**config.mk**
```make
export PLATFORM = sky130hd
export DESIGN_NAME = ckg_cfg_regs
export DESIGN_NICKNAME = d
export VERILOG_FILES = /design/src/core/ckg_pkg.sv /design/src/core/ckg_cfg_regs.sv /design/src/core/ckg_nvm_loader.sv
export VERILOG_INCLUDE_DIRS = /design/src /design/src/core
export SDC_FILE = /design/constraint.sdc
export NUM_CORES = 1
export LEC_CHECK = 0
export ABC_AREA = 1
export ABC_CLOCK_PERIOD_IN_PS = 2190
export BUFFER_PORTS_ARGS = -buffer_cell sky130_fd_sc_hd__buf_2
export CAP_MARGIN = 10
export CORE_ASPECT_RATIO = 1.4
export CORE_MARGIN = 2
export CORE_UTILIZATION = 58
export DETAILED_ROUTE_END_ITERATION = 8
export PLACE_DENSITY = 0.79
export SKIP_LAST_GASP = 1
export SYNTH_ARGS = -nofsm -noshare
export SYNTH_HDL_FRONTEND = slang
export SYNTH_HIERARCHICAL = 1
export SYNTH_SLANG_ARGS = --single-unit
```
**constraint.sdc**
```tcl
create_clock -name mclk -period 2.19 [get_ports mclk]
set_clock_uncertainty 0.05 [all_clocks]
set_input_delay 0.219 -clock mclk [delete_from_list [all_inputs] [get_ports mclk]]
set_output_delay 0.219 -clock mclk [all_outputs]
set_load 0.005 [all_outputs]
```
**src/core/ckg_regs.svh**
```systemverilog
`ifndef CKG_REGS_SVH
`define CKG_REGS_SVH

// register offsets on the serial control port
`define CKG_ADDR_PORT_CFG     12'h000
`define CKG_ADDR_VARIANT_ID   12'h003
`define CKG_ADDR_BANK_SEL     12'h004
`define CKG_ADDR_TAG_LO       12'h005
`define CKG_ADDR_TAG_HI       12'h006
`define CKG_ADDR_LOOP_CTRL    12'h010

// field positions
`define CKG_PCFG_SOFT_RESET   5
`define CKG_BSEL_ACTIVE       0
`define CKG_LOOP_POL          7
`define CKG_LOOP_CUR_HI       6
`define CKG_LOOP_CUR_LO       4
`define CKG_LOOP_MODE_HI      3
`define CKG_LOOP_MODE_LO      2

// writable bit masks, everything else reads as zero
`define CKG_BSEL_MASK         8'h01
`define CKG_LOOP_MASK         8'hFC

// reset values
`define CKG_RST_BANK_SEL      8'h00
`define CKG_RST_TAG           8'h00
`define CKG_RST_LOOP_CTRL     8'h7C

// stored image layout: word index of each register
`define CKG_NVM_WORDS         3'h4
`define CKG_NVM_IDX_BSEL      2'h0
`define CKG_NVM_IDX_TAG_LO    2'h1
`define CKG_NVM_IDX_TAG_HI    2'h2
`define CKG_NVM_IDX_LOOP      2'h3

// one pump current step, in tenths of a milliamp
`define CKG_PUMP_STEP_X10     6'h06

`endif

```
**src/core/ckg_pkg.sv**
```systemverilog
package ckg_pkg;

    // pump output behaviour, encoded as the field
    typedef enum logic [1:0] {
        CKG_PUMP_HIZ    = 2'h0,
        CKG_PUMP_SOURCE = 2'h1,
        CKG_PUMP_SINK   = 2'h2,
        CKG_PUMP_NORMAL = 2'h3
    } ckg_pump_mode_t;

    // stored-image loader sequence
    typedef enum logic [1:0] {
        CKG_LD_IDLE,
        CKG_LD_FETCH,
        CKG_LD_CAPTURE
    } ckg_ld_state_t;

endpackage

```
**src/core/ckg_cfg_regs.sv**
```systemverilog
`timescale 1ns/10ps
`include "ckg_regs.svh"

module ckg_cfg_regs
#(
    parameter logic [7:0] VARIANT_ID = 8'h5A  // arbitrary value
)
(
    // clock and reset
    input  wire logic       mclk,
    input  wire logic       reset_n,
    // register access from the serial control port engine
    input  wire logic [11:0] reg_addr,
    input  wire logic        reg_wr,
    input  wire logic [7:0]  reg_wdata,
    input  wire logic        reg_rd,
    output logic [7:0]       reg_rdata,
    output logic             reg_rvalid,
    input  wire logic        io_update,
    // stored-config select pin
    input  wire logic        stored_cfg_sel,
    // stored image read port
    output logic             nvm_rd,
    output logic [1:0]       nvm_addr,
    input  wire logic [7:0]  nvm_rdata,
    output logic             soft_reset_busy,
    // loop settings from the active bank
    output logic             phase_detector_polarity,
    output logic [2:0]       pump_current_setting,
    output logic [5:0]       pump_current_ma_x10,
    output ckg_pkg::ckg_pump_mode_t pump_operating_mode,
    output logic             pump_hiz,
    output logic             pump_force_source,
    output logic             pump_force_sink
);

    ////////////////////////////////////////////////////////////////////////////////
    // helpers

    // readback picks the active or staged copy
    function automatic logic [7:0] pick_bank(input logic sel, input logic [7:0] stg, input logic [7:0] act);
        pick_bank = sel ? act : stg;
    endfunction

    // pump current in tenths of a milliamp for a 3-bit code
    function automatic logic [5:0] pump_x10(input logic [2:0] code);
        pump_x10 = `CKG_PUMP_STEP_X10 * ({3'h0, code} + 6'h01);
    endfunction

    ////////////////////////////////////////////////////////////////////////////////
    // declarations

    logic       sel_meta_r;
    logic       sel_r;
    logic [7:0] bank_sel_r;
    logic [7:0] tag_lo_stg_r;
    logic [7:0] tag_hi_stg_r;
    logic [7:0] loop_stg_r;
    logic [7:0] tag_lo_act_r;
    logic [7:0] tag_hi_act_r;
    logic [7:0] loop_act_r;
    logic       ld_start;
    logic       ld_busy;
    logic       ld_we;
    logic [1:0] ld_idx;
    logic [7:0] ld_data;
    logic       wr_ok;
    logic       wr_pcfg;
    logic       soft_req;
    logic       soft_dflt;
    logic       wr_bsel;
    logic       wr_tag_lo;
    logic       wr_tag_hi;
    logic       wr_loop;
    logic       ld_bsel;
    logic       ld_tag_lo;
    logic       ld_tag_hi;
    logic       ld_loop;
    logic       bank_active;
    logic [7:0] rd_mux;

    ////////////////////////////////////////////////////////////////////////////////
    // select pin synchroniser

    // two flops before anything looks at the pin
    always_ff @(posedge mclk or negedge reset_n)
    begin
        if (!reset_n)
        begin
            sel_meta_r <= 1'b0;
            sel_r      <= 1'b0;
        end
        else
        begin
            sel_meta_r <= stored_cfg_sel;
            sel_r      <= sel_meta_r;
        end
    end

    ////////////////////////////////////////////////////////////////////////////////
    // write decode

    // writes are refused while an image load runs, its last word included
    assign wr_ok     = reg_wr && !soft_reset_busy;
    assign wr_pcfg   = wr_ok && (reg_addr == `CKG_ADDR_PORT_CFG);
    assign soft_req  = wr_pcfg && reg_wdata[`CKG_PCFG_SOFT_RESET];
    assign soft_dflt = soft_req && !sel_r;
    assign ld_start  = soft_req && sel_r;
    assign wr_bsel   = wr_ok && (reg_addr == `CKG_ADDR_BANK_SEL);
    assign wr_tag_lo = wr_ok && (reg_addr == `CKG_ADDR_TAG_LO);
    assign wr_tag_hi = wr_ok && (reg_addr == `CKG_ADDR_TAG_HI);
    assign wr_loop   = wr_ok && (reg_addr == `CKG_ADDR_LOOP_CTRL);
    assign ld_bsel   = ld_we && (ld_idx == `CKG_NVM_IDX_BSEL);
    assign ld_tag_lo = ld_we && (ld_idx == `CKG_NVM_IDX_TAG_LO);
    assign ld_tag_hi = ld_we && (ld_idx == `CKG_NVM_IDX_TAG_HI);
    assign ld_loop   = ld_we && (ld_idx == `CKG_NVM_IDX_LOOP);

    ////////////////////////////////////////////////////////////////////////////////
    // stored image loader

    ckg_nvm_loader u_loader
    (
        .mclk      (mclk),
        .reset_n   (reset_n),
        .start     (ld_start),
        .busy      (ld_busy),
        .nvm_rd    (nvm_rd),
        .nvm_addr  (nvm_addr),
        .nvm_rdata (nvm_rdata),
        .ld_we     (ld_we),
        .ld_idx    (ld_idx),
        .ld_data   (ld_data)
    );

    // the last image word lands one cycle after the loader goes idle
    assign soft_reset_busy = ld_busy || ld_we;

    ////////////////////////////////////////////////////////////////////////////////
    // readback bank select, not staged

    always_ff @(posedge mclk or negedge reset_n)
    begin
        if (!reset_n)
            bank_sel_r <= `CKG_RST_BANK_SEL;
        else if (soft_dflt)
            bank_sel_r <= `CKG_RST_BANK_SEL;
        else if (ld_bsel)
            bank_sel_r <= ld_data & `CKG_BSEL_MASK;
        else if (wr_bsel)
            bank_sel_r <= reg_wdata & `CKG_BSEL_MASK;
    end

    ////////////////////////////////////////////////////////////////////////////////
    // staged copies, written by the host

    always_ff @(posedge mclk or negedge reset_n)
    begin
        if (!reset_n)
        begin
            tag_lo_stg_r <= `CKG_RST_TAG;
            tag_hi_stg_r <= `CKG_RST_TAG;
            loop_stg_r   <= `CKG_RST_LOOP_CTRL;
        end
        else if (soft_dflt)
        begin
            tag_lo_stg_r <= `CKG_RST_TAG;
            tag_hi_stg_r <= `CKG_RST_TAG;
            loop_stg_r   <= `CKG_RST_LOOP_CTRL;
        end
        else
        begin
            if (ld_tag_lo || wr_tag_lo)
                tag_lo_stg_r <= ld_tag_lo ? ld_data : reg_wdata;
            if (ld_tag_hi || wr_tag_hi)
                tag_hi_stg_r <= ld_tag_hi ? ld_data : reg_wdata;
            if (ld_loop || wr_loop)
                loop_stg_r   <= (ld_loop ? ld_data : reg_wdata) & `CKG_LOOP_MASK;
        end
    end

    ////////////////////////////////////////////////////////////////////////////////
    // active copies, taken on io_update or reset load

    always_ff @(posedge mclk or negedge reset_n)
    begin
        if (!reset_n)
        begin
            tag_lo_act_r <= `CKG_RST_TAG;
            tag_hi_act_r <= `CKG_RST_TAG;
            loop_act_r   <= `CKG_RST_LOOP_CTRL;
        end
        else if (soft_dflt)
        begin
            tag_lo_act_r <= `CKG_RST_TAG;
            tag_hi_act_r <= `CKG_RST_TAG;
            loop_act_r   <= `CKG_RST_LOOP_CTRL;
        end
        else if (ld_we)
        begin
            // image words go live at once
            if (ld_tag_lo)
                tag_lo_act_r <= ld_data;
            if (ld_tag_hi)
                tag_hi_act_r <= ld_data;
            if (ld_loop)
                loop_act_r   <= ld_data & `CKG_LOOP_MASK;
        end
        else if (io_update && !soft_reset_busy)
        begin
            tag_lo_act_r <= tag_lo_stg_r;
            tag_hi_act_r <= tag_hi_stg_r;
            loop_act_r   <= loop_stg_r;
        end
    end

    ////////////////////////////////////////////////////////////////////////////////
    // readback

    assign bank_active = bank_sel_r[`CKG_BSEL_ACTIVE];

    // port config reads zero: soft reset clears itself, other bits unused
    always_comb
    begin
        case (reg_addr)
            `CKG_ADDR_PORT_CFG:   rd_mux = 8'h00;
            `CKG_ADDR_VARIANT_ID: rd_mux = VARIANT_ID;
            `CKG_ADDR_BANK_SEL:   rd_mux = bank_sel_r;
            `CKG_ADDR_TAG_LO:     rd_mux = pick_bank(bank_active, tag_lo_stg_r, tag_lo_act_r);
            `CKG_ADDR_TAG_HI:     rd_mux = pick_bank(bank_active, tag_hi_stg_r, tag_hi_act_r);
            `CKG_ADDR_LOOP_CTRL:  rd_mux = pick_bank(bank_active, loop_stg_r, loop_act_r);
            default:              rd_mux = 8'h00;
        endcase
    end

    // read data one cycle after the request
    always_ff @(posedge mclk or negedge reset_n)
    begin
        if (!reset_n)
        begin
            reg_rdata  <= 8'h00;
            reg_rvalid <= 1'b0;
        end
        else
        begin
            reg_rvalid <= reg_rd;
            if (reg_rd)
                reg_rdata <= rd_mux;
        end
    end

    ////////////////////////////////////////////////////////////////////////////////
    // loop settings

    assign phase_detector_polarity = loop_act_r[`CKG_LOOP_POL];
    assign pump_current_setting    = loop_act_r[`CKG_LOOP_CUR_HI:`CKG_LOOP_CUR_LO];
    assign pump_current_ma_x10     = pump_x10(pump_current_setting);
    assign pump_operating_mode     = ckg_pkg::ckg_pump_mode_t'(loop_act_r[`CKG_LOOP_MODE_HI:`CKG_LOOP_MODE_LO]);
    assign pump_hiz                = (pump_operating_mode == ckg_pkg::CKG_PUMP_HIZ);
    assign pump_force_source       = (pump_operating_mode == ckg_pkg::CKG_PUMP_SOURCE);
    assign pump_force_sink         = (pump_operating_mode == ckg_pkg::CKG_PUMP_SINK);
endmodule

```
**src/core/ckg_nvm_loader.sv**
```systemverilog
`timescale 1ns/10ps
`include "ckg_regs.svh"

module ckg_nvm_loader
(
    // clock and reset
    input  wire logic       mclk,
    input  wire logic       reset_n,
    // control
    input  wire logic       start,
    output logic            busy,
    // stored image read port, data one cycle after nvm_rd
    output logic            nvm_rd,
    output logic [1:0]      nvm_addr,
    input  wire logic [7:0] nvm_rdata,
    // loaded word towards the register bank
    output logic            ld_we,
    output logic [1:0]      ld_idx,
    output logic [7:0]      ld_data
);

    ckg_pkg::ckg_ld_state_t state_r;
    ckg_pkg::ckg_ld_state_t state_nxt;
    logic [1:0]             idx_r;
    logic                   last_word;

    assign last_word = (idx_r == 2'(`CKG_NVM_WORDS - 3'h1));
    assign busy      = (state_r != ckg_pkg::CKG_LD_IDLE);
    assign nvm_rd    = (state_r == ckg_pkg::CKG_LD_FETCH);
    assign nvm_addr  = idx_r;

    // walk the image one word per fetch and capture pair
    always_comb
    begin
        case (state_r)
            ckg_pkg::CKG_LD_IDLE:    state_nxt = start ? ckg_pkg::CKG_LD_FETCH : ckg_pkg::CKG_LD_IDLE;
            ckg_pkg::CKG_LD_FETCH:   state_nxt = ckg_pkg::CKG_LD_CAPTURE;
            ckg_pkg::CKG_LD_CAPTURE: state_nxt = last_word ? ckg_pkg::CKG_LD_IDLE : ckg_pkg::CKG_LD_FETCH;
            default:                 state_nxt = ckg_pkg::CKG_LD_IDLE;
        endcase
    end

    // state, word index and captured data
    always_ff @(posedge mclk or negedge reset_n)
    begin
        if (!reset_n)
        begin
            state_r <= ckg_pkg::CKG_LD_IDLE;
            idx_r   <= 2'h0;
            ld_we   <= 1'b0;
            ld_idx  <= 2'h0;
            ld_data <= 8'h00;
        end
        else
        begin
            state_r <= state_nxt;
            ld_we   <= (state_r == ckg_pkg::CKG_LD_CAPTURE);
            ld_idx  <= idx_r;
            if (state_r == ckg_pkg::CKG_LD_CAPTURE)
            begin
                ld_data <= nvm_rdata;
                idx_r   <= idx_r + 2'h1;
            end
            else if (state_r == ckg_pkg::CKG_LD_IDLE)
                idx_r <= 2'h0;
        end
    end
endmodule

```
# After elaboration in Yosys (flattened, before gate mapping)
# Index checks and enable logic that the tools add are counted.
# classes
reduce_logical	34
add_sub_neg	2
mul	1
muxes	33
eq_ne	16
# op_table
cell	count
8-bit two-way mux	27
8-bit one-hot mux with 5 select lines	1
12-bit by 3-bit == test with 1-bit output (second input constant)	3
1-bit logical AND	14
12-bit by 2-bit == test with 1-bit output (second input constant)	1
12-bit by 5-bit == test with 1-bit output (second input constant)	1
12-bit zero test	1
2-bit == test (second input constant)	5
2-bit nonzero test	5
3-bit inequality test (second input constant)	3
2-bit by 1-bit == test with 1-bit output (second input constant)	3
2-bit zero test	3
2-bit one-hot mux with 3 select lines	1
2-bit AND reduction	3
3-bit nonzero test	2
2-bit by 4-bit multiplier with 5-bit output (first input constant)	1
3-bit by 1-bit adder with 4-bit output (second input constant)	1
1-bit logical OR	4
2-bit two-way mux	2
2-bit by 1-bit adder with 2-bit output (second input constant)	1
1-bit zero test	2
1-bit two-way mux	2
# word_totals
word_cells	102
output_inout_bits	28
regBits	82
inputBits	34

# Depth between registers and ports, before layout
# Gate-level depths: netlist of the first run.
# depth
word_depth	9
mapped_depth	12

# Cells and area by module
# Netlist of the first run, hierarchy kept.
# by_module_without_submodules
mod	n_inst	seq_area_each_um2	cells_per_inst	area_per_inst_um2
ckg_cfg_regs	1	1413.9	539	3911.3
ckg_nvm_loader	1	375.4	59	580.6

# Least setup slack after synthesis of the first run
# No wires, ideal clock.
# synth_path
path_type	reg2out
startpoint	register loop_act_r[5]
endpoint	output pump_current_ma_x10[5]
path_stages_with_launch	8
arrival_ns	1.652
t_required_ns	1.921
setup_slack_ns	0.269
path_buffers	0
cell_sequence	dfstp_2 > ha_1 > xnor2_1 > inv_1 > ha_1 > a21oi_1 > nand2_1 > xor2_1
# synth_via
elab_chain_cells	2
# synth_lines
item	line_no	text
start, declared	ckg_cfg_regs.sv:61	logic [7:0] loop_act_r;
start signal, assigned	ckg_cfg_regs.sv:190	loop_act_r <= `CKG_RST_LOOP_CTRL;
start signal, assigned	ckg_cfg_regs.sv:196	loop_act_r <= `CKG_RST_LOOP_CTRL;
start signal, assigned	ckg_cfg_regs.sv:206	loop_act_r <= ld_data & `CKG_LOOP_MASK;
3-bit by 1-bit adder with 4-bit output	ckg_cfg_regs.sv:47	pump_x10 = `CKG_PUMP_STEP_X10 * ({3'h0, code} + 6'h01);
2-bit by 4-bit multiplier with 5-bit output (no line)	-	
end, declared	ckg_cfg_regs.sv:30	output logic [5:0] pump_current_ma_x10,
# Every way passes these cells.

# Final worst setup path of the first run
# layout_path
startpoint	register loop_act_r[4]
endpoint	output pump_current_ma_x10[5]
# Same word-level chain as after synthesis.

==> reports/metrics.yaml, run 1 <==
status: "finished with violations"
violations: "negative setup slack"
drive_gt1_share_pct: 28.6
drtIter0Drc: 339
fp.dieArea_mm2: 0.00847
place_hpwl_mm: 8.17
first_global_vias: 4168
finalWorstSetupSlack_ns: -0.204
report.final.slew_viol_count: 0
netlist_instances: 598
grt_max_degree: 44
synth_area_leader_cell: "dfrtp_1"
num_rows: 38
total_power_mw: 3.14
p_leak_nw: 2.87
required_ns: 1.92
htreeDepth: 3
drtAntennaViolNets: 0
min_path_type: "in2reg"
maxCapViolCount: 0
final_nets: 703
die_x_um: 78.4
portBuffers: 60
grt-ovfl-total: 0
initial_core_util_pct: 58.7
dr.pass1.iters: 6
dp.cells: 743
cp_max_fo: 4
cp-endpoint: "pump_current_ma_x10[5]"
cp-startpoint: "loop_act_r[4]"
cp_cell_sequence: "ha_4 > xnor2_4 > inv_2 > ha_4 > nand3_4 > nand2_2 > xor2_1 > buf_2"
rsz0062_at_grt: "yes"
synth_top_area_share_pct: 34.0
cts_root_buf: "clkbuf_8"
fmax_mhz: 418
cts.sinks: 71
route.detailed.drc: 0
synth_area_leaders: "dfrtp_1, nand2_1, nand3_2, dfstp_2, nand3_1"
clock_latency_ns: 0.36
start_kind: "register"
ys_warn_count: 6
grt_first_pass_wirelength_mm: 19.4
slowest_delay_ns: 0.61
r2r_start: "u_loader/state_r[0]"
gp_congestion: 0.907
vias: 4132
diodes: 0
setup_violations: 3
crit_path_frequent_cell: "ha_4"
final_cells: 767
cts_tree: "done"
r2r_slack_ns: 0.21
grt_antenna_before_repair: 0
slew_headroom_pct: 52.7
path_class: "reg2out"
ys_seq_area_share_pct: 39.8
die_y_um: 108
fp.coreArea_mm2: 0.00765
cts_buffers: 9
synth.avg_cell_area_um2: 7.51
grtUsageTotal_pct: 30.1
hold_violations: 0
peakVddDrop_uv: 564
cts.clk_slew.worst_paths_ns: 0.08
area_growth_pct: 16.1
worstMarginPinSlew_ns: 0.710
cp_slowest_cell: "dfstp_2"
cp.arrival_ns: 2.13
powerDensity_mw_per_mm2: 602
synth.distinct_cells: 39
synth.ff_latch_count: 71
fin_crit_ns: 2.39
ff2ff_path_depth: 10
crit_path_end_kind: "output pin"
synth_area_mm2: 0.00449
cts.path.max_buffers: 2
pin_count: 62
final_util_pct: 68.1
period_share_pct: 109
syn-num-nets: 638
via_per_inst: 5.39
wire_per_inst_um: 15.1
finalWirelength_mm: 11.6
r2r-end: "loop_stg_r[6]"
## report_power, final
group	internal, mW	switching [mW]	leakage, nW	total, mW
Sequential	1.39	0.0588	0.859	1.45
Combinational	0.233	0.295	1.91	0.528
Clock	0.663	0.497	0.109	1.16
## logic make-up after synthesis
kind of cell,count (synthesis),synth area share (%)
other cells,1,0.0835
xor+xnor,4,0.780
flops,71,39.8
fa+ha+maj,6,1.84
buf+inv,89,9.30
compound gates,49,6.35
mux,2,0.446
simple gates,376,41.4
## how the worst min path moves through the flow
stage | start | end | slack, ns | cells past startpoint
finish | reg_rd | reg_rvalid | 0.01 | 1
global route | reg_rd | reg_rvalid | 0.03 | 1
CTS | reg_rd | reg_rvalid | 0.01 | 1
detailed placement | reset_n | reg_rdata[5] | 0.25 | 1
global placement | reset_n | reg_rdata[5] | 0.24 | 1
floorplan | reset_n | bank_sel_r[0] | -0.13 | 0
## through the flow
stage          setup TNS [ns]  area, µm²  setup slack [ns]  hold WS [ns]
6_report               -0.493       5210            -0.204        0.0149
3_5_place_dp                0       4820            0.0290         0.250
3_3_place_gp                0       4820             0.147         0.241
4_1_cts                -0.228       5170            -0.135       0.00979
5_1_grt                -0.646       5210            -0.264        0.0261
2_1_floorplan               0       4490             0.269        -0.127
## cell usage after synthesis (all sizes together)
cell type,instances
a21oi,7
buf,18
clkbuf,4
clkinv,2
conb,1
dfrtp,61
dfstp,10
fa,1
ha,5
inv,65
mux2i,2
nand2,230
nand3,83
nand3b,3
nand4,8
nor2,36
nor3,1
o211ai,7
o21a,1
o21ai,34
or2,15
xnor2,2
xor2,2
## metal layers
metal | track usage [%] | up-vias | routed length, µm
met5 | 0 | - | 0
met4 | 18.9 | 0 | 689
met3 | 6.01 | 50 | 538
met2 | 50.9 | 143 | 5730
met1 | 34.7 | 1918 | 4650
li1 | - | 2021 | -
## repair_timing
item,CTS,global route
buffers inserted,6,1
endpoints found under the setup margin,3,3
hold buffers,2,0
hold endpoints to repair,19,0
gates resized for setup,14,5
pin swaps,4,7
## flip-flops by register name, summed over array words and instances (netlist names), 2 cells and up
signal and flops:
u_loader/ld_idx 2, tag_hi_act_r 8, u_loader/state_r 2, tag_hi_stg_r 8
loop_act_r 6, reg_rdata 8, u_loader/nvm_addr 2, tag_lo_stg_r 8
u_loader/ld_data 8, loop_stg_r 6, tag_lo_act_r 8
## layout by cell type (no fill, tap or decap), types with 2 or more instances in the layout
cell type      count
or2_2             13
nand3_2           28
nor2_4             3
xor2_1             2
mux2i_1            2
nand3b_1           3
nand3_4            6
nor2_2             8
inv_2             10
clkinv_1           2
clkinv_2           2
clkbuf_8          10
nand3_1           49
inv_1             54
dfrtp_1           61
ha_4               4
nand2_1          219
nor2_1            25
o21ai_2            4
dfstp_2           10
o211ai_1           6
buf_2             60
nand2_2           10
a21oi_1            6
o21ai_0           21
dlygate4sd3_1      2
bufinv_16          2
o21ai_1            9
buf_4             12
nand4_1            8
## critical path, delay by kind of cell (launching register included)
family | cells | cell delay [ns]
AND/OR/NAND/NOR | 2 | 0.15
buffers and inverters | 2 | 0.23
adder cells (fa/ha/maj) | 2 | 0.50
XOR/XNOR | 2 | 0.28
flip-flops | 1 | 0.61
## layout make-up
cell class	instances	area [µm²]
Sequential cell	71	1790
Clock inverter	4	70.1
Timing Repair Buffer	76	442
Multi-Input combinational cell	438	2390
Fill cell	662	2440
Inverter	67	254
Clock buffer	11	141
Tap cell	100	125
Power figures use the tool's default switching activity.
==> inputs of run 2 (changes only) <==
--- a/config.mk
+++ b/config.mk
@@ -14,9 +14,8 @@
 export CORE_MARGIN = 2
 export CORE_UTILIZATION = 58
 export DETAILED_ROUTE_END_ITERATION = 8
-export PLACE_DENSITY = 0.79
+export PLACE_DENSITY = 0.8
 export SKIP_LAST_GASP = 1
 export SYNTH_ARGS = -nofsm -noshare
 export SYNTH_HDL_FRONTEND = slang
-export SYNTH_HIERARCHICAL = 1
 export SYNTH_SLANG_ARGS = --single-unit
==> run 2 against run 1 <==
The flow still finishes with violations (negative setup slack). Combinational power shrank 7.6%. Synthesized cell count is 0.17% lower. Setup slack improved by 0.069 ns. Final area down 2.1%. Fmax increased by 3.0%. Register-to-register slack gained 0.11 ns. Critical path type unchanged. Critical path depth increased by 1. Flip-flop and latch count unchanged. First-iteration DRC count unchanged. Utilization increased by 2.1 points.
==> reports/metrics.yaml, run 2 <==
status: "finished with violations"
violations: "negative setup slack"
placed_area_mm2: 0.00466  # -3.2%
cts.path.max_buffers: 2  # unchanged
maxCapViolCount: 0  # unchanged
path_buf_inv: 4  # +2
initial_core_util_pct: 59.5  # +0.80 points
fp.dieArea_mm2: 0.00817  # -3.6%
final_cell_mix: "nand2_1, o21ai_0, dfrtp_1, buf_2, inv_1"
drtIter0Drc: 339  # unchanged
min_to: "reg_rvalid"
grt-ovfl-total: 0  # unchanged
drtAntennaViolNets: 0  # unchanged
path_delay_family: "flip-flops"
r2r_slack_ns: 0.32  # +0.11 ns
grt_antenna_before_repair: 0  # unchanged
fmax_mhz: 430  # +3.0%
layout_commonest_cell: "nand2_1"
cp_slowest_cell: "dfstp_2"
synth_area_mm2: 0.00432  # -3.8%
yosys.cell_count.top_type: "nand2_1"
hold_violations: 0  # unchanged
synth_edf_count: 0  # unchanged
start_kind: "register"
ys_warn_count: 0  # -6
via_per_inst: 5.27  # -2.2%
synth_area_leaders: "dfrtp_1, nand2_1, o21ai_0, dfstp_2, nand3_2"
synthArstFlopShare_pct: 100  # unchanged
final_nets: 706  # +0.43%
r2r-end: "loop_stg_r[5]"
cp_cell_sequence: "buf_6 > inv_6 > ha_4 > inv_4 > ha_4 > nand3_2 > nand2_2 > xor2_1 > buf_2"
period_share_pct: 106  # -3.2 points
crit_path_frequent_cell: "ha_4"
synth_top_area_share_pct: 35.3  # +1.3 points
syn-num-nets: 637  # -0.16%
finalWirelength_mm: 10.8  # -7.4%
fin_area_mm2: 0.00510  # -2.1%
grt_max_degree: 46  # +4.5%
crit_path_end_kind: "output pin"
use_met1_pct: 34.1  # -0.69 points
r2r_start: "u_loader.ld_we"
diodes: 0  # unchanged
area_growth_pct: 18.0
whs_path_depth: 1  # unchanged
fp.coreArea_mm2: 0.00727  # -5.1%
ys_seq_area_share_pct: 41.4  # +1.6 points
gp_congestion: 0.933  # +2.8%
cts_buffers: 9  # unchanged
synth.distinct_cells: 32  # -18%
die_y_um: 106  # -1.8%
path_class: "reg2out"
grtUsageMet3_pct: 5.09  # -0.92 points
n_fill_cell: 605  # -8.6%
synth_area_leader_cell: "dfrtp_1"
grtUsageMet2_pct: 48.7  # -2.2 points
wire_per_inst_um: 14.0  # -7.5%
busiest_layer: "met2"
report.final.slew_viol_count: 0  # unchanged
p_leak_nw: 2.67  # -7.0%
grt_first_pass_wirelength_mm: 18.6  # -4.4%
finalWorstSetupSlack_ns: -0.135  # +0.0692 ns
ff2ff_path_depth: 6  # -4
cts_root_buf: "clkbuf_8"
fin_crit_ns: 2.32  # -0.0692 ns
min_path_type: "in2reg"
drive_gt1_share_pct: 23.1  # -5.5 points
cts_tree: "done"
synth.avg_cell_area_um2: 7.24  # -3.6%
cp_max_fo: 3  # -1
num_rows: 37  # -2.6%
cts.sinks: 71  # unchanged
first_global_vias: 4024  # -3.5%
die_x_um: 77.0  # -1.8%
powerDensity_mw_per_mm2: 591  # -1.7%
cts.clk_slew.worst_paths_ns: 0.08  # about the same
route.detailed.drc: 0  # unchanged
htreeDepth: 3  # unchanged
synth_commonest_cells: "nand2_1, o21ai_0, dfrtp_1"
required_ns: 1.92  # about the same
final_cells: 768  # +0.13%
portBuffers: 60  # unchanged
synthFlopType: "dfrtp_1"
place_hpwl_mm: 7.57  # -7.3%
rsz0062_at_grt: "yes"
synth.ff_latch_count: 71  # unchanged
clock_latency_ns: 0.37  # about the same
worstMarginPinSlew_ns: 0.760  # +0.0499 ns
netlist_instances: 597  # -0.17%
grtUsageTotal_pct: 28.7  # -1.4 points
cp.arrival_ns: 2.06  # -0.07 ns
slew_headroom_pct: 49.2  # -3.5 points
pin_count: 62  # unchanged
dr.pass1.iters: 5  # -1
dp.cells: 738  # -0.67%
peakVddDrop_uv: 474  # -16%
slowest_delay_ns: 0.58  # -0.03 ns
setup_violations: 3  # unchanged
min_from: "reg_rd"
vias: 4047  # -2.1%
run 2: cells by family (layout without fill, tap and decap cells):
family	after synthesis	after routing	share of synthesized area, %
compound gates	93	93	11.1
xor+xnor	4	4	0.811
fa+ha+maj	6	6	1.91
buf+inv	94	168	9.67
flops	71	71	41.4
other cells	1	1	0.0867
simple gates	328	328	35.0
run 2: layout make-up:
class | instances | area, µm² | area share (%)
timing repair buffer | 85 | 520 | 10.2
multi-input combinational | 432 | 2210 | 43.2
inverter | 67 | 260 | 5.10
tap | 97 | 121 | 2.38
clock inverter | 7 | 81.3 | 1.59
clock buffer | 9 | 124 | 2.43
sequential | 71 | 1790 | 35.1
run 2: power by group:
group          switching, mW  total, mW  internal, mW
Clock                  0.548       1.09         0.539
Combinational          0.272      0.488         0.216
Sequential            0.0538       1.44          1.39
run 2: metal layers:
metal | part of all wire (%) | vias to the layer above
li1 | - | 2025
met5 | 0 | -
met4 | 4.4 | 0
met1 | 40 | 1841
met2 | 50 | 148
met3 | 5.6 | 33
run 2: stage by stage:
step                      setup WS (ns)  hold slack (ns)  total power, mW  util (%)  TNS [ns]
after CTS                        -0.124           0.0134             3.02      70.1    -0.307
final                            -0.135           0.0178             3.02      70.2    -0.314
after floorplan                   0.249           -0.127             1.71         -         0
after detailed placement        0.00129            0.210             1.87      64.1         0
after global placement            0.113            0.204             1.85      64.1         0
after global routing             -0.214           0.0291             3.16      70.2    -0.473
run 2: how the worst max path moves through the flow:
stage	startpoint	end	slack, ns	cells past startpoint
6_report	loop_act_r[4]	pump_current_ma_x10[5]	-0.13	9
3_3_place_gp	loop_act_r[4]	pump_current_ma_x10[5]	0.11	8
5_1_grt	loop_act_r[4]	pump_current_ma_x10[5]	-0.21	9
2_1_floorplan	loop_act_r[4]	pump_current_ma_x10[5]	0.25	7
4_1_cts	loop_act_r[4]	pump_current_ma_x10[5]	-0.12	9
3_5_place_dp	loop_act_r[4]	pump_current_ma_x10[5]	0.001	8
run 2: timing repair:
item / in CTS / in global routing
setup endpoints to repair: 3 / 3
endpoints found under the hold margin: 28 / 0
pin swaps: 6 / 4
resized for setup: 18 / 3
hold buffers: 10 / 0
buffers inserted: 4 / 0
==> inputs of run 3 (changes only) <==
--- a/config.mk
+++ b/config.mk
@@ -10,7 +10,6 @@
 export ABC_CLOCK_PERIOD_IN_PS = 2190
 export BUFFER_PORTS_ARGS = -buffer_cell sky130_fd_sc_hd__buf_2
 export CAP_MARGIN = 10
-export CORE_ASPECT_RATIO = 1.4
 export CORE_MARGIN = 2
 export CORE_UTILIZATION = 58
 export DETAILED_ROUTE_END_ITERATION = 8
==> run 3 against run 2 <==
The run still ends with negative setup slack left. Count of clock-buffer cells in the layout unchanged. Setup slack better by 0.029 ns. Register-to-register slack better by 0.02 ns. Critical path depth down 1. Hold slack worse by 0.011 ns. Cell count down 0.91%. Non-clock buffer count down 9. Total power down 5.8%. Clock power down 14%. First-iteration DRC count up 2.9%. Critical endpoint unchanged. Highest routed layer unchanged.
==> reports/metrics.yaml, run 3 (synthesized netlist as in run 2, its figures left out) <==
status: "finished with violations"
violations: "negative setup slack"
drtAntennaViolNets: 0  # unchanged
die_x_um: 90.3  # +17%
final_util_pct: 68.3  # -1.9 points
grtUsageTotal_pct: 28.2  # -0.46 points
initial_core_util_pct: 59.6  # +0.12 points
dr.pass1.iters: 5  # unchanged
finalSetupTns_ns: -0.151  # +0.163 ns
cp.arrival_ns: 2.03  # -0.03 ns
grtUsageMet3_pct: 5.18  # +0.082 points
die_y_um: 90.3  # -15%
gp_congestion: 0.971  # +4.1%
p_leak_nw: 2.62  # -1.9%
cts_buffers: 9  # unchanged
num_rows: 31  # -16%
busiest_layer: "met2"
fp.coreArea_mm2: 0.00725  # -0.21%
cp_max_fo: 3  # unchanged
min_from: "nvm_rdata[4]"
min_path_type: "in2reg"
layout_commonest_cell: "nand2_1"
clock_latency_ns: 0.35  # -0.02 ns
peakVddDrop_uv: 351  # -26%
grt-ovfl-total: 0  # unchanged
vias: 4102  # +1.4%
cts.path.max_buffers: 2  # unchanged
path_class: "reg2out"
diodes: 0  # unchanged
grt_first_pass_wirelength_mm: 18.5  # -0.55%
report.final.slew_viol_count: 0  # unchanged
powerDensity_mw_per_mm2: 573  # -3.0%
ff2ff_path_depth: 8  # +2
finalWirelength_mm: 10.8  # +0.11%
portBuffers: 60  # unchanged
via_per_inst: 5.39  # +2.3%
start_kind: "register"
required_ns: 1.92  # about the same
maxCapViolCount: 0  # unchanged
rsz0062_at_grt: "yes"
period_share_pct: 105  # -1.3 points
htreeDepth: 3  # unchanged
route.detailed.drc: 0  # unchanged
cts.clk_slew.worst_paths_ns: 0.08  # about the same
use_met1_pct: 39.3  # +5.2 points
fp.dieArea_mm2: 0.00816  # -0.13%
whs_path_depth: 3  # +2
hold_violations: 0  # unchanged
final_cell_mix: "nand2_1, o21ai_0, dfrtp_1, buf_2, inv_1"
drive_gt1_share_pct: 22.5  # -0.59 points
grt_antenna_before_repair: 0  # unchanged
grtUsageMet2_pct: 45.6  # -3.1 points
n_fill_cell: 647  # +6.9%
r2r_start: "u_loader.ld_we"
pin_count: 62  # unchanged
grt_max_degree: 50  # +8.7%
wire_per_inst_um: 14.1  # +1.0%
final_nets: 697  # -1.3%
area_growth_pct: 14.7
cts_tree: "done"
slew_headroom_pct: 53.4  # +4.2 points
drtIter0Drc: 349  # +2.9%
worstMarginPinSlew_ns: 0.693  # -0.0666 ns
first_global_vias: 3915  # -2.7%
cts.sinks: 71  # unchanged
finalWorstSetupSlack_ns: -0.106  # +0.0290 ns
place_hpwl_mm: 7.62  # +0.63%
crit_path_end_kind: "output pin"
setup_violations: 2  # -1
place_ws_ns: -0.00142  # -0.00271 ns
fin_crit_ns: 2.30  # -0.0290 ns
cts_root_buf: "clkbuf_8"
cp-startpoint: "loop_act_r[4]"
fmax_mhz: 436  # +1.3%
## run 3: cell types whose count changed in the layout (fill, tap and decap cells not counted), moves of 2 or more
| cell | before | now |
|---|---|---|
| dlygate4sd3_1 | 10 | 2 |
| clkinv_2 | 1 | 4 |
| clkinv_4 | 3 | 1 |
| inv_6 | 3 | 1 |
## run 3: timing repair
action	4_1_cts	5_1_grt
resized for setup	10	1
pin swaps	4	3
hold buffers	2	0
setup endpoints to repair	3	3
hold endpoints to repair	18	0
setup buffers	6	0
## run 3: final timing paths
path,end,slack (ns)
setup / recovery,pump_current_ma_x10[5],-0.11
hold / removal,u_loader.ld_data[4],0.007
setup reg to reg,tag_hi_stg_r[5],0.34
hold reg to reg,sel_r,0.31
max in group asynchronous,loop_stg_r[2],1.07
min in group asynchronous,tag_hi_act_r[3],0.33
## run 3: final cells by class
cell class,count,area [µm²],area share (%)
flip-flops and latches,71,1790,36.1
repair buffers,76,442,8.91
clock buffers,9,124,2.50
multi-input cells,432,2180,43.9
well taps,99,124,2.50
inverters,67,253,5.10
clock inverters,7,47.5,0.959
## run 3: power by group
group,internal [mW],switching (mW)
Clock,0.410,0.526
Combinational,0.199,0.264
Sequential,1.39,0.0544
Total,2.00,0.845
## run 3: stage by stage
stage                     power [mW]  hold WS, ns  cells  cell area, µm²
after floorplan                 1.71       -0.127    597            4320
after global placement          1.86        0.172    737            4650
after detailed placement        1.88        0.180    737            4650
after CTS                       2.85      0.00796    761            4950
after global routing            2.99       0.0213    761            4960
final                           2.84      0.00671    761            4960
## run 3: critical path: stages (launching register included)
cell and delay, ns:
dfstp_2 0.58, ha_4 0.18, xnor2_4 0.13, inv_2 0.08, ha_4 0.29, nand3_1 0.09, nand2_1 0.08, xor2_1 0.13
buf_2 0.12
## run 3: metal layers
layer  vias up  part of all wire, %
li1       2008                    -
met1      1911                   45
met2       169                   47
met3        14                  7.0
met4         0                  1.4
met5         -                    0
